--- src/msp_pkg.sv ---
// Constants and types shared by the multidrop serial port
package msp_pkg;
  // Clock and oversampling
  localparam int CLK_HZ_DEF = 100_000_000;
  localparam int OVS        = 16;
  // Selectable bit rates, in bits per second
  localparam int BAUD_300   = 300;
  localparam int BAUD_600   = 600;
  localparam int BAUD_1200  = 1200;
  localparam int BAUD_2400  = 2400;
  localparam int BAUD_4800  = 4800;
  localparam int BAUD_9600  = 9600;
  localparam logic [2:0] BSEL_300  = 3'h0;
  localparam logic [2:0] BSEL_600  = 3'h1;
  localparam logic [2:0] BSEL_1200 = 3'h2;
  localparam logic [2:0] BSEL_2400 = 3'h3;
  localparam logic [2:0] BSEL_4800 = 3'h4;
  // Character framing
  localparam int DATA_BITS  = 7;
  localparam int BUF_DEPTH  = 80;
  localparam int MAX_UNITS  = 15;
  // Characters of the addressing and request protocol
  localparam logic [6:0] CH_D   = 7'h44;
  localparam logic [6:0] CH_SP  = 7'h20;
  localparam logic [6:0] CH_CR  = 7'h0D;
  localparam logic [6:0] CH_LF  = 7'h0A;
  localparam logic [6:0] CH_BS  = 7'h08;
  localparam logic [6:0] CH_0   = 7'h30;
  localparam logic [6:0] CH_9   = 7'h39;
  // Register indexes on the local register port
  localparam logic [3:0] A_CFG     = 4'h0;
  localparam logic [3:0] A_STATUS  = 4'h1;
  localparam logic [3:0] A_RXIDX   = 4'h2;
  localparam logic [3:0] A_RXDATA  = 4'h3;
  localparam logic [3:0] A_TXDATA  = 4'h4;
  localparam logic [3:0] A_RVAL    = 4'h5;
  localparam logic [3:0] A_RCMD    = 4'h6;
  localparam logic [3:0] A_PRESET  = 4'h7;
  localparam logic [3:0] A_PREWARN = 4'h8;
  localparam logic [3:0] A_KFACTOR = 4'h9;
  localparam logic [3:0] A_CTRL    = 4'hA;
  // Field positions
  localparam int CFG_BAUD_LSB = 0;
  localparam int CFG_PAR_LSB  = 3;
  localparam int CFG_UNIT_LSB = 5;
  localparam int TX_CRLF_BIT  = 8;
  localparam int CTRL_OFFLINE = 0;
  localparam int CTRL_REQCLR  = 1;
  localparam int CTRL_FLAGCLR = 2;
  localparam logic [15:0] CFG_RESET = 16'h0005;
  // Parity modes
  typedef enum logic [1:0] {
    MSP_PAR_ODD   = 2'h0,
    MSP_PAR_EVEN  = 2'h1,
    MSP_PAR_MARK  = 2'h2,
    MSP_PAR_SPACE = 2'h3
  } msp_par_e;
  // Classes of a parameter change asked for over the link
  typedef enum logic [1:0] {
    MSP_RC_PRESET  = 2'h0,
    MSP_RC_PREWARN = 2'h1,
    MSP_RC_KFACTOR = 2'h2,
    MSP_RC_OTHER   = 2'h3
  } msp_rcls_e;
endpackage

--- src/msp_tx.sv ---
// Character transmitter: start, seven data bits, parity, stop
`timescale 1ns/10ps
module msp_tx (
  // Clock and reset
  input  wire logic       mclk,
  input  wire logic       rst_n,
  // Timing and character
  input  wire logic       tick16,
  input  wire logic       start,
  input  wire logic [6:0] chr,
  input  wire logic [1:0] par_mode,
  // Line side
  output logic            busy,
  output logic            line_q
);
  typedef enum logic [2:0] {
    MSP_TX_IDLE  = 3'h0,
    MSP_TX_START = 3'h1,
    MSP_TX_DATA  = 3'h3,
    MSP_TX_PAR   = 3'h2,
    MSP_TX_STOP  = 3'h6
  } msp_tx_e;

  msp_tx_e    st_q;
  logic [3:0] sub_q;
  logic [2:0] bit_q;
  logic [6:0] sh_q;
  logic       par_q;
  logic       bit_end;

  assign bit_end = tick16 && (sub_q == 4'(msp_pkg::OVS - 1));
  assign busy    = (st_q != MSP_TX_IDLE);

  // Sequencer; parity follows the data bits, ahead of the stop bit
  always_ff @(posedge mclk) begin
    if (!rst_n) begin
      st_q   <= MSP_TX_IDLE;
      sub_q  <= 4'h0;
      bit_q  <= 3'h0;
      sh_q   <= 7'h00;
      par_q  <= 1'b1;
      line_q <= 1'b1;
    end else begin
      if (tick16 && busy) begin
        sub_q <= sub_q + 4'h1;
      end
      unique case (st_q)
        MSP_TX_IDLE: begin
          line_q <= 1'b1;
          if (start) begin
            sh_q  <= chr;
            sub_q <= 4'h0;
            unique case (par_mode)
              msp_pkg::MSP_PAR_ODD:   par_q <= ~^chr;
              msp_pkg::MSP_PAR_EVEN:  par_q <= ^chr;
              msp_pkg::MSP_PAR_MARK:  par_q <= 1'b1;
              msp_pkg::MSP_PAR_SPACE: par_q <= 1'b0;
            endcase
            line_q <= 1'b0;
            st_q   <= MSP_TX_START;
          end
        end
        MSP_TX_START: begin
          if (bit_end) begin
            line_q <= sh_q[0];
            sh_q   <= {1'b0, sh_q[6:1]};
            bit_q  <= 3'h0;
            st_q   <= MSP_TX_DATA;
          end
        end
        MSP_TX_DATA: begin
          if (bit_end) begin
            if (bit_q == 3'(msp_pkg::DATA_BITS - 1)) begin
              line_q <= par_q;
              st_q   <= MSP_TX_PAR;
            end else begin
              line_q <= sh_q[0];
              sh_q   <= {1'b0, sh_q[6:1]};
              bit_q  <= bit_q + 3'h1;
            end
          end
        end
        MSP_TX_PAR: begin
          if (bit_end) begin
            line_q <= 1'b1;
            st_q   <= MSP_TX_STOP;
          end
        end
        MSP_TX_STOP: begin
          if (bit_end) begin
            st_q <= MSP_TX_IDLE;
          end
        end
        default: st_q <= MSP_TX_IDLE;
      endcase
    end
  end
endmodule

--- src/msp_port.sv ---
// Multidrop serial port: addressing, echo, request buffer, replies
//
// Decided for this implementation: the register offsets and the address-and-strobe port.
`timescale 1ns/10ps
module msp_port #(
  parameter int CLK_HZ = msp_pkg::CLK_HZ_DEF
) (
  // Clock and reset
  input  wire logic        mclk,
  input  wire logic        rst_n,
  // Local register port
  input  wire logic [3:0]  addr,
  input  wire logic [15:0] wdata,
  input  wire logic        wr,
  input  wire logic        rd,
  output logic [15:0]      rdata_q,
  // Serial link
  input  wire logic        rxd,
  input  wire logic        strobe,
  output logic             txd,
  output logic             txd_oe_q,
  // Local status towards the controller
  output logic             req_ready_q,
  output logic             online_q
);
  ////////////////////////////////////////////////////////////////////////
  // Bit-rate divider
  localparam int DIV300  = CLK_HZ / (msp_pkg::BAUD_300 * msp_pkg::OVS);
  localparam int DIV600  = CLK_HZ / (msp_pkg::BAUD_600 * msp_pkg::OVS);
  localparam int DIV1200 = CLK_HZ / (msp_pkg::BAUD_1200 * msp_pkg::OVS);
  localparam int DIV2400 = CLK_HZ / (msp_pkg::BAUD_2400 * msp_pkg::OVS);
  localparam int DIV4800 = CLK_HZ / (msp_pkg::BAUD_4800 * msp_pkg::OVS);
  localparam int DIV9600 = CLK_HZ / (msp_pkg::BAUD_9600 * msp_pkg::OVS);

  logic [15:0] cfg_q;
  logic [2:0]  baud_sel;
  logic [1:0]  par_mode;
  logic [3:0]  unit_code;
  logic [15:0] div_lim;
  logic [15:0] div_q;
  logic        tick16;

  assign baud_sel  = cfg_q[msp_pkg::CFG_BAUD_LSB +: 3];
  assign par_mode  = cfg_q[msp_pkg::CFG_PAR_LSB +: 2];
  assign unit_code = cfg_q[msp_pkg::CFG_UNIT_LSB +: 4];
  assign tick16    = (div_q >= div_lim); // Rate rise must not wrap

  // Rate select; codes above the last rate fall back to the fastest
  always_comb begin
    unique case (baud_sel)
      msp_pkg::BSEL_300:  div_lim = 16'(DIV300 - 1);
      msp_pkg::BSEL_600:  div_lim = 16'(DIV600 - 1);
      msp_pkg::BSEL_1200: div_lim = 16'(DIV1200 - 1);
      msp_pkg::BSEL_2400: div_lim = 16'(DIV2400 - 1);
      msp_pkg::BSEL_4800: div_lim = 16'(DIV4800 - 1);
      default:            div_lim = 16'(DIV9600 - 1);
    endcase
  end

  // Oversampling tick counter
  always_ff @(posedge mclk) begin
    if (!rst_n || tick16) begin
      div_q <= 16'h0000;
    end else begin
      div_q <= div_q + 16'h0001;
    end
  end

  ////////////////////////////////////////////////////////////////////////
  // Strobe synchroniser and edge detect
  logic strb_m_q, strb_s_q, strb_d_q, strb_rise;

  // Only the second and third stages feed the edge detector
  always_ff @(posedge mclk) begin
    if (!rst_n) begin
      strb_m_q <= 1'b0;
      strb_s_q <= 1'b0;
      strb_d_q <= 1'b0;
    end else begin
      strb_m_q <= strobe;
      strb_s_q <= strb_m_q;
      strb_d_q <= strb_s_q;
    end
  end
  assign strb_rise = strb_s_q && !strb_d_q;

  ////////////////////////////////////////////////////////////////////////
  // Receiver: parity bit is sampled but never checked
  typedef enum logic [1:0] {
    MSP_RX_IDLE  = 2'h0,
    MSP_RX_START = 2'h1,
    MSP_RX_BITS  = 2'h3,
    MSP_RX_STOP  = 2'h2
  } msp_rx_e;

  msp_rx_e    rx_st_q;
  logic [3:0] rx_sub_q;
  logic [3:0] rx_bit_q;
  logic [7:0] rx_sh_q;
  logic       rx_done_q;
  logic [6:0] rx_chr_q;

  always_ff @(posedge mclk) begin
    if (!rst_n) begin
      rx_st_q   <= MSP_RX_IDLE;
      rx_sub_q  <= 4'h0;
      rx_bit_q  <= 4'h0;
      rx_sh_q   <= 8'h00;
      rx_done_q <= 1'b0;
      rx_chr_q  <= 7'h00;
    end else begin
      rx_done_q <= 1'b0;
      if (tick16) begin
        rx_sub_q <= rx_sub_q + 4'h1;
        unique case (rx_st_q)
          MSP_RX_IDLE: begin
            rx_sub_q <= 4'h0;
            if (!rxd) begin
              rx_st_q <= MSP_RX_START;
            end
          end
          MSP_RX_START: begin
            // Mid-bit check rejects glitches on the idle line
            if (rx_sub_q == 4'(msp_pkg::OVS / 2 - 1)) begin
              rx_sub_q <= 4'h0;
              rx_bit_q <= 4'h0;
              rx_st_q  <= rxd ? MSP_RX_IDLE : MSP_RX_BITS;
            end
          end
          MSP_RX_BITS: begin
            if (rx_sub_q == 4'(msp_pkg::OVS - 1)) begin
              rx_sh_q  <= {rxd, rx_sh_q[7:1]};
              rx_bit_q <= rx_bit_q + 4'h1;
              if (rx_bit_q == 4'(msp_pkg::DATA_BITS)) begin
                rx_st_q <= MSP_RX_STOP;
              end
            end
          end
          MSP_RX_STOP: begin
            if (rx_sub_q == 4'(msp_pkg::OVS - 1)) begin
              rx_chr_q  <= rx_sh_q[6:0];
              rx_done_q <= 1'b1;
              rx_st_q   <= MSP_RX_IDLE;
            end
          end
        endcase
      end
    end
  end

  ////////////////////////////////////////////////////////////////////////
  // Addressing: D, decimal code, space
  typedef enum logic [1:0] {
    MSP_AD_IDLE = 2'h0,
    MSP_AD_D    = 2'h1,
    MSP_AD_NUM  = 2'h3
  } msp_ad_e;

  msp_ad_e    ad_st_q;
  logic [4:0] ad_num_q;
  logic       is_digit;
  logic       addr_hit;
  logic       go_offline;
  logic       addr_evt_q;

  assign is_digit = (rx_chr_q >= msp_pkg::CH_0) && (rx_chr_q <= msp_pkg::CH_9);
  assign addr_hit = rx_done_q && (ad_st_q == MSP_AD_NUM)
                    && (rx_chr_q == msp_pkg::CH_SP)
                    && (ad_num_q == {1'b0, unit_code})
                    && (unit_code != 4'h0);

  always_ff @(posedge mclk) begin
    if (!rst_n) begin
      ad_st_q  <= MSP_AD_IDLE;
      ad_num_q <= 5'h00;
    end else if (rx_done_q) begin
      unique case (ad_st_q)
        MSP_AD_IDLE: begin
          if (rx_chr_q == msp_pkg::CH_D) begin
            ad_st_q  <= MSP_AD_D;
            ad_num_q <= 5'h00;
          end
        end
        MSP_AD_D, MSP_AD_NUM: begin
          if (is_digit && ad_num_q < 5'(msp_pkg::MAX_UNITS)) begin
            ad_num_q <= 5'(ad_num_q * 10 + 5'(rx_chr_q - msp_pkg::CH_0));
            ad_st_q  <= MSP_AD_NUM;
          end else if (rx_chr_q == msp_pkg::CH_D) begin
            ad_st_q  <= MSP_AD_D;
            ad_num_q <= 5'h00;
          end else begin
            ad_st_q <= MSP_AD_IDLE;
          end
        end
        default: ad_st_q <= MSP_AD_IDLE;
      endcase
    end
  end

  // On-line state; code zero keeps the unit permanently on line
  always_ff @(posedge mclk) begin
    if (!rst_n) begin
      online_q   <= 1'b0;
      addr_evt_q <= 1'b0;
    end else begin
      if (unit_code == 4'h0) begin
        online_q <= 1'b1;
      end else if (addr_hit || strb_rise) begin
        online_q <= 1'b1;
      end else if (go_offline) begin
        online_q <= 1'b0;
      end
      // Sticky event tells firmware to send its greeting; set wins
      if (addr_hit || strb_rise) begin
        addr_evt_q <= 1'b1;
      end else if (wr && addr == msp_pkg::A_CTRL
                   && wdata[msp_pkg::CTRL_FLAGCLR]) begin
        addr_evt_q <= 1'b0;
      end
    end
  end

  // Driver enable follows the on-line state from a flop
  always_ff @(posedge mclk) begin
    if (!rst_n) begin
      txd_oe_q <= 1'b0;
    end else begin
      txd_oe_q <= (unit_code == 4'h0) || online_q;
    end
  end

  ////////////////////////////////////////////////////////////////////////
  // Request buffer with backspace editing
  logic [6:0] buf_q [msp_pkg::BUF_DEPTH];
  logic [6:0] cnt_q;
  logic [6:0] rd_idx_q;
  logic       take;

  // Characters heard before the unit went on line are not requests
  assign take = rx_done_q && online_q && !req_ready_q;

  always_ff @(posedge mclk) begin
    if (!rst_n) begin
      cnt_q       <= 7'h00;
      req_ready_q <= 1'b0;
    end else if (take) begin
      if (rx_chr_q == msp_pkg::CH_CR) begin
        req_ready_q <= 1'b1;
      end else if (rx_chr_q == msp_pkg::CH_BS) begin
        if (cnt_q != 7'h00) begin
          cnt_q <= cnt_q - 7'h01;
        end
      end else if (cnt_q < 7'(msp_pkg::BUF_DEPTH)) begin
        buf_q[cnt_q] <= rx_chr_q;
        cnt_q        <= cnt_q + 7'h01;
      end
    end else if ((wr && addr == msp_pkg::A_CTRL
                  && wdata[msp_pkg::CTRL_REQCLR]) || go_offline) begin
      req_ready_q <= 1'b0;
      cnt_q       <= 7'h00;
    end
  end

  ////////////////////////////////////////////////////////////////////////
  // Transmit scheduling: echo first, then firmware replies
  logic       echo_pend_q;
  logic [6:0] echo_chr_q;
  logic       fw_pend_q;
  logic [6:0] fw_chr_q;
  logic [1:0] fw_pre_q;
  logic       tx_busy;
  logic       tx_start;
  logic [6:0] tx_chr;
  logic       echo_go;
  logic       fw_go;

  assign echo_go  = echo_pend_q && !tx_busy;
  assign fw_go    = fw_pend_q && !tx_busy && !echo_pend_q;
  assign tx_start = echo_go || fw_go;

  // Reply prefix walks CR, LF, then the value character
  always_comb begin
    if (echo_pend_q) begin
      tx_chr = echo_chr_q;
    end else if (fw_pre_q == 2'h2) begin
      tx_chr = msp_pkg::CH_CR;
    end else if (fw_pre_q == 2'h1) begin
      tx_chr = msp_pkg::CH_LF;
    end else begin
      tx_chr = fw_chr_q;
    end
  end

  // Echo holds one character; a character at the old rate cannot overrun
  always_ff @(posedge mclk) begin
    if (!rst_n) begin
      echo_pend_q <= 1'b0;
      echo_chr_q  <= 7'h00;
    end else if (rx_done_q && online_q) begin
      echo_pend_q <= 1'b1;
      echo_chr_q  <= rx_chr_q;
    end else if (echo_go) begin
      echo_pend_q <= 1'b0;
    end
  end

  // Firmware character; a write while pending is ignored
  always_ff @(posedge mclk) begin
    if (!rst_n) begin
      fw_pend_q <= 1'b0;
      fw_chr_q  <= 7'h00;
      fw_pre_q  <= 2'h0;
    end else if (wr && addr == msp_pkg::A_TXDATA && !fw_pend_q) begin
      fw_pend_q <= 1'b1;
      fw_chr_q  <= wdata[6:0];
      fw_pre_q  <= wdata[msp_pkg::TX_CRLF_BIT] ? 2'h2 : 2'h0;
    end else if (fw_go) begin
      if (fw_pre_q == 2'h0) begin
        fw_pend_q <= 1'b0;
      end else begin
        fw_pre_q <= fw_pre_q - 2'h1;
      end
    end
  end

  msp_tx u_tx (
    .mclk     (mclk),
    .rst_n    (rst_n),
    .tick16   (tick16),
    .start    (tx_start),
    .chr      (tx_chr),
    .par_mode (par_mode),
    .busy     (tx_busy),
    .line_q   (txd)
  );

  ////////////////////////////////////////////////////////////////////////
  // Settings: link path never reaches the configuration register
  logic [15:0] rval_q;
  logic [15:0] preset_q;
  logic [15:0] prewarn_q;
  logic [15:0] kfac_q;
  logic        refused_q;

  assign go_offline = wr && addr == msp_pkg::A_CTRL
                      && wdata[msp_pkg::CTRL_OFFLINE];

  // Only the local register port writes rate, parity and unit code
  always_ff @(posedge mclk) begin
    if (!rst_n) begin
      cfg_q <= msp_pkg::CFG_RESET;
    end else if (wr && addr == msp_pkg::A_CFG) begin
      cfg_q <= wdata;
    end
  end

  // Link-sourced changes pass only for preset, prewarn and K-factor
  always_ff @(posedge mclk) begin
    if (!rst_n) begin
      rval_q    <= 16'h0000;
      preset_q  <= 16'h0000;
      prewarn_q <= 16'h0000;
      kfac_q    <= 16'h0001;
      refused_q <= 1'b0;
    end else begin
      if (wr && addr == msp_pkg::A_RVAL) begin
        rval_q <= wdata;
      end
      if (wr && addr == msp_pkg::A_RCMD) begin
        unique case (wdata[1:0])
          msp_pkg::MSP_RC_PRESET:  preset_q  <= rval_q;
          msp_pkg::MSP_RC_PREWARN: prewarn_q <= rval_q;
          msp_pkg::MSP_RC_KFACTOR: kfac_q    <= rval_q;
          msp_pkg::MSP_RC_OTHER:   refused_q <= 1'b1;
        endcase
      end else if (wr && addr == msp_pkg::A_CTRL
                   && wdata[msp_pkg::CTRL_FLAGCLR]) begin
        refused_q <= 1'b0;
      end
    end
  end

  // Buffer read index for firmware
  always_ff @(posedge mclk) begin
    if (!rst_n) begin
      rd_idx_q <= 7'h00;
    end else if (wr && addr == msp_pkg::A_RXIDX) begin
      rd_idx_q <= wdata[6:0];
    end
  end

  ////////////////////////////////////////////////////////////////////////
  // Read data, valid the cycle after the strobe; unmapped reads zero
  always_ff @(posedge mclk) begin
    if (!rst_n) begin
      rdata_q <= 16'h0000;
    end else if (rd) begin
      unique case (addr)
        msp_pkg::A_CFG:     rdata_q <= cfg_q;
        msp_pkg::A_STATUS:  rdata_q <= {4'h0, refused_q, addr_evt_q,
                                        tx_busy, fw_pend_q, req_ready_q,
                                        cnt_q};
        msp_pkg::A_RXIDX:   rdata_q <= {9'h000, rd_idx_q};
        msp_pkg::A_RXDATA:  rdata_q <= (rd_idx_q < 7'(msp_pkg::BUF_DEPTH))
                                       ? {9'h000, buf_q[rd_idx_q]}
                                       : 16'h0000;
        msp_pkg::A_RVAL:    rdata_q <= rval_q;
        msp_pkg::A_PRESET:  rdata_q <= preset_q;
        msp_pkg::A_PREWARN: rdata_q <= prewarn_q;
        msp_pkg::A_KFACTOR: rdata_q <= kfac_q;
        default:            rdata_q <= 16'h0000;
      endcase
    end else begin
      rdata_q <= 16'h0000;
    end
  end
endmodule

--- config.mk ---
export PLATFORM = sky130hd
export DESIGN_NAME = msp_port
export DESIGN_NICKNAME = d
export VERILOG_FILES = /design/src/msp_pkg.sv /design/src/msp_tx.sv /design/src/msp_port.sv
export SDC_FILE = /design/constraint.sdc
export NUM_CORES = 1
export LEC_CHECK = 0
export ABC_AREA = 1
export BUFFER_PORTS_ARGS = -buffer_cell sky130_fd_sc_hd__clkbuf_2
export CAP_MARGIN = 15
export CORE_AREA = 2 2 299 448
export CTS_CLUSTER_SIZE = 30
export DETAILED_ROUTE_END_ITERATION = 6
export DIE_AREA = 0 0 301 450
export PLACE_DENSITY = 0.4
export SLEW_MARGIN = 40
export SYNTH_ARGS = -nofsm -noshare
export SYNTH_HDL_FRONTEND = slang
export SYNTH_HIERARCHICAL = 1
export SYNTH_SLANG_ARGS = --single-unit
export TNS_END_PERCENT = 20
--- constraint.sdc ---
create_clock -name mclk -period 7.4 [get_ports mclk]
set_input_delay 0 -clock mclk [delete_from_list [all_inputs] [get_ports mclk]]
set_output_delay 0 -clock mclk [all_outputs]
set_load 0.02 [all_outputs]
==> impl_metrics.ini, run 1 <==
[outcome]
status = finished, final reports clean

[synthesis]
synth_nets = 3294
syn_area_per_cell_sq_um = 10.1
netlist.area_leader.share_pct = 51.5
ys_seq_elements = 771
yosys.area.top_type = edfxtp_1
synth_edf_count = 560
postSynthCellCount = 3232
synth_async_sr_flop_share_pct = 0
ys_types = 57
netlist_area_sq_um = 32700
synth_flop_cell = edfxtp_1
synth-seq-area-share_pct = 64.4
synth_area_leaders = edfxtp_1, dfxtp_1, nand2_1
synth-warning-count = 6

[sta]
hold_viol_final = 0
rsz0062_at_grt = false
layout_min_cycle_time_ns = 3.69
tightest_slew_ns = 0.779
slew_headroom_pct = 47.9
report.final.setup_viol = 0
setup_tns_ns = 0
slew_violations = 0
max_freq_mhz = 271
fin_crit_sh_pct = 49.8
finClkSkew_ns = 0.0272

[run]
cap_violations = 0

[floorplan]
die_w_microns = 301
num_rows = 163
dieArea_sq_um = 135000
ioPinCount = 46
core_sq_um = 132000
die_y_microns = 450
start_util_pct = 24.8

[routing]
viasPerCell = 4.53
wl_microns = 101000
wl_per_cell_microns = 20.0
first_pass_iters = 5
route.vias.total = 22900
drtIter0Drc = 1331
remaining_drc_errors = 0
ant_nets = 0

[global_routing]
grt_pass1_vias = 23300
antenna_found_initial = 2
track_usage_pct = 14.8
grt_remaining_overflow = 0
grt_max_degree = 176
grt_pass1_wl_microns = 151000

[cts]
cts_buffers = 76
clock-sinks = 771
cts_setup_buffers = 0
worst_skew_pair.late_latency_ns = 0.66
cts_htree_levels = 3
clkTransAtPathRegs_ns = 0.06
cts_tree = done
root_buffer = clkbuf_16
cts-hold-fix-buffers = 35
cts_resized = 0
clock_path_buffers = 3

[cells_and_area]
final_common_cell = nand2_1
multi_input_area_sq_um = 10200
synthToLayoutAreaGrowth_pct = 14.5
seqCellArea_sq_um = 21100
final_cell_mix = nand2_1, edfxtp_1, nand3_1
drive_gt1_share_pct = 8.62
final_core_util_pct = 28.4
final_nets = 3326
fill_cells = 13800

[worst_setup_path]
required_ns = 7.68
reg2reg_setup_slack_ns = 3.71
crit_fanout = 31
cp.arrival_ns = 3.97
crit_path_end_kind = flip-flop
path_class = reg -> reg
start_kind = flip-flop

[power]
cellLeakagePower_uw = 0.0132
ir_drop_mv = 0.161
powerDensity_nw_per_um2 = 240

[place]
gp_congestion = 0.815
io_buffers = 45
dp_hpwl_microns = 63400

[worst_hold_path]
hold_class = in -> reg
-- where the power goes --
part           switching [uW]  total, uW  internal (uW)
registers                33.6       4640           4600
logic                     321        468            147
clock network            1690       3860           2170
total                    2050       8970           6920
-- stage by stage --
stage / instance area (sq um) / power (uW) / cells / hold WS [ns] / setup WS [ns]
after CTS: 37300 / 9100 / 5049 / 0.0631 / 3.63
after detailed placement: 34600 / 5190 / 4881 / 0.234 / 3.62
after global placement: 34500 / 5190 / 4880 / 0.237 / 3.65
after floorplan: 32700 / 5070 / 3232 / 0.0976 / 4.10
final: 37400 / 8970 / 5052 / 0.105 / 3.71
after global routing: 37400 / 9300 / 5052 / 0.112 / 3.39
-- sequential cells by signal (all words and copies together), names as in the netlist, 4 cells and up, named ones only --
register    flops
buf_q         560
cfg_q          16
div_q          16
kfac_q         16
preset_q       16
prewarn_q      16
rdata_q        16
rval_q         16
rx_sh_q         8
cnt_q           7
echo_chr_q      7
fw_chr_q        7
rd_idx_q        7
rx_chr_q        7
u_tx/sh_q       7
ad_num_q        5
rx_bit_q        4
rx_sub_q        4
u_tx/sub_q      4
-- per-layer routing --
metal | up-vias | track usage (%) | share of wire, %
met4 | 0 | 6.39 | 3.9
met1 | 11100 | 17.0 | 40
met2 | 434 | 27.4 | 53
met3 | 160 | 1.74 | 3.2
met5 | - | 0 | 0
li1 | 11200 | - | -
-- critical path: stages, from the launching register on --
cell and delay, ns:
dfxtp_4 0.61, buf_4 0.41, inv_2 0.10, nand2_1 0.09, nor4_2 0.05, nor3_1 0.17
nand2_1 0.22, nor2_2 0.27, nand3_2 0.55, nor2_1 0.82
-- final timing paths --
path	startpoint	end	depth (start not counted)
setup / recovery	rx_chr_q[6]	buf_q[61][5]	9
hold / removal	strobe	strb_m_q	4
setup reg to reg	rx_chr_q[6]	buf_q[61][5]	9
hold reg to reg	strb_m_q	strb_s_q	2
-- cells in the mapped netlist (12+ instances only) --
cell type / n
o22ai_1: 12
edfxtp_1: 560
xor2_1: 13
a21oi_1: 136
nor2_2: 22
buf_1: 20
nor2_1: 331
o21ai_1: 34
o211ai_1: 31
dfxtp_1: 211
inv_1: 140
nand3_1: 485
buf_4: 24
clkbuf_1: 55
ha_1: 34
buf_2: 58
o21ai_0: 157
nand4_1: 12
inv_2: 21
nor3_1: 16
nand2_1: 746
-- cell type report --
type,count,area share (%)
clock buffer,99,5.51
clock inverter,34,0.850
tap,1732,5.80
timing repair buffer,117,2.44
inverter,167,1.71
sequential,771,56.4
multi-input combinational,2131,27.3
antenna,1,0.00670
-- cells by family after synthesis --
logic type / after synthesis / synth area share, %
XOR/XNOR: 21 / 0.563
AND/OR/NAND/NOR: 1661 / 22.1
flip-flops: 771 / 64.4
buffers and inverters: 330 / 4.44
AO/OA/AOI/OAI: 413 / 7.05
adder cells (fa/ha/maj): 36 / 1.43
Note: power is estimated with default switching activity, not from simulation.
==> run 2: changes to the inputs <==
- PLACE_DENSITY: 0.4 -> 0.42
- clock period: 7.4 -> 2.98 ns (I/O delays scaled with it)
==> impl_metrics.ini, run 2 (synthesis gave the netlist of run 1 again) <==
[outcome]
status = finished, final reports clean

[global_routing]
antenna_found_initial = 2
track_usage_pct = 14.7
grt_pass1_wl_microns = 150000
grt_max_degree = 129
grt_remaining_overflow = 0
grt_pass1_vias = 23700

[sta]
slew_violations = 0
fin_crit_sh_pct = 93.5
tightest_slew_ns = 0.822
worst_slack_ns = 0.195
report.final.setup_viol = 0
hold_viol_final = 0
finClkSkew_ns = 0.0307
max_freq_mhz = 359
layout_min_cycle_time_ns = 2.79
slew_headroom_pct = 45.2

[worst_setup_path]
r2r_end = u_tx/st_q[0]
critPathMaxStageDelay_ns = 0.35
crit_fanout = 6
ff2ff_path_depth = 17
path_class = reg -> reg
cp.arrival_ns = 3.37
crit_path_end_kind = flip-flop
start_kind = flip-flop
reg2reg_setup_slack_ns = 0.19
cp_slowest_cell = dfxtp_4
cp_cell_sequence = inv_4 -> nand2_1 -> nor2_1 -> a21oi_2 -> buf_4 -> ha_1 -> a21oi_1 -> o21ai_1 -> a211oi_2 -> nand3_4 -> nand2_2 -> nor2_4 -> buf_4 -> nand3b_1 -> nand3b_1 -> nand2_1 -> a21oi_1
rr_startpoint = cfg_q[2]
required_ns = 3.56

[routing]
first_pass_iters = 5
wl_microns = 100000
ant_nets = 0
viasPerCell = 4.50
route.vias.total = 23400
wl_per_cell_microns = 19.4
remaining_drc_errors = 0
drtIter0Drc = 1403

[power]
power.internal_uw = 17300
clockPowerShare_pct = 42.8
p_switching_uw = 5180
cellLeakagePower_uw = 0.0140
p_comb_share_pct = 6.0
ir_drop_mv = 0.458
seqPwrFrac_pct = 51.2
swShare_pct = 23.1
fin_total_pwr_uw = 22500
powerDensity_nw_per_um2 = 581

[floorplan]
die_w_microns = 301
die_y_microns = 450
core_sq_um = 132000
start_util_pct = 24.8
ioPinCount = 46
num_rows = 163
dieArea_sq_um = 135000

[place]
gp_congestion = 0.807
dp_cells = 5015
dp_slack_ns = -0.120
io_buffers = 45
dpl_cell_area_sq_um = 35800
dp_hpwl_microns = 63500

[cells_and_area]
largest_reg_flops = 560
finalInstanceArea_sq_um = 38700
final_core_util_pct = 29.4
final_common_cell = nand2_1
final_cell_mix = nand2_1, edfxtp_1, nand3_1
finalNonFillerCells = 5193
final_nets = 3463
drive_gt1_share_pct = 12.4
synthToLayoutAreaGrowth_pct = 18.4
top_register = buf_q

[cts]
root_buffer = clkbuf_16
cts_tree = done
cts_htree_levels = 3
cts_buffers = 77
worst_skew_pair.late_latency_ns = 0.67
clock-sinks = 771
clkTransAtPathRegs_ns = 0.07
clock_path_buffers = 3

[worst_hold_path]
hold_class = in -> reg
min_path_cells = 4
hold_end = cfg_q[2]
min-delay-start = wdata[2]

[run]
cap_violations = 0
==> run 2: cell types whose count changed in the layout (fill, tap and decap cells not counted), sizes merged <==
cell	before	now
clkbuf	143	146
bufinv	6	5
clkinv	28	32
buf	38	171
dlygate4sd3	35	37
inv	165	164
clkinvlp	2	3
==> run 2: worst max-delay path by stage <==
stage,start,end,slack [ns]
2_1_floorplan,rx_chr_q[6],buf_q[10][0],0.01
3_3_place_gp,cfg_q[0],u_tx/sh_q[6],-0.14
3_5_place_dp,cfg_q[0],u_tx/sh_q[6],-0.12
4_1_cts,cfg_q[2],u_tx/sh_q[6],0.002
5_1_grt,cfg_q[0],u_tx/st_q[2],-0.03
6_report,cfg_q[2],u_tx/st_q[0],0.19
==> run 2: through the flow <==
stage / setup TNS, ns / hold slack (ns)
after floorplan: 0 / 0.0976
after global placement: -1.02 / 0.233
after detailed placement: -1.10 / 0.235
after CTS: 0 / 0.111
after global routing: -0.0427 / 0.178
final: 0 / 0.164
==> run 2: power groups by stage <==
stage / logic, uW / registers, uW / clock network [uW]
finish: 1340 / 11500 / 9620
CTS: 1270 / 11500 / 9930
detailed placement: 1240 / 11700 / 0
floorplan: 859 / 11700 / 0
global placement: 1250 / 11700 / 0
global route: 1500 / 11500 / 10300
==> run 2: final cells by class <==
class,instances,area (sq um)
tap,1732,2170
clock inverter,37,349
antenna,1,2.50
inverter,167,641
sequential,771,21100
clock buffer,101,2070
fill,13700,92900
multi-input combinational,2131,10200
timing repair buffer,253,2150
==> run 2: timing repair <==
action / in CTS / in global routing
setup endpoints to repair: 14 / 16
gates cloned: 0 / 1
hold buffers: 37 / 0
setup buffers: 0 / 2
resized for setup: 2 / 20
endpoints found under the hold margin: 154 / 0
pin swaps: 0 / 7
==> run 2: layer usage <==
layer / part of all wire (%) / wire length (microns) / track usage [%]
met5: 0 / 0 / 0
met4: 3.8 / 3770 / 6.17
met3: 3.1 / 3100 / 1.86
met2: 54 / 54100 / 27.7
met1: 39 / 39500 / 16.3
==> run 2: critical path: cells and delay by family (launching register included) <==
kind                       cells  cell delay (ns)
buffers and inverters          3             0.35
AOI/OAI and AO/OA              5             0.74
adders and majority gates      1             0.28
DFF                            1             0.35
and+or+nand+nor                8             0.97
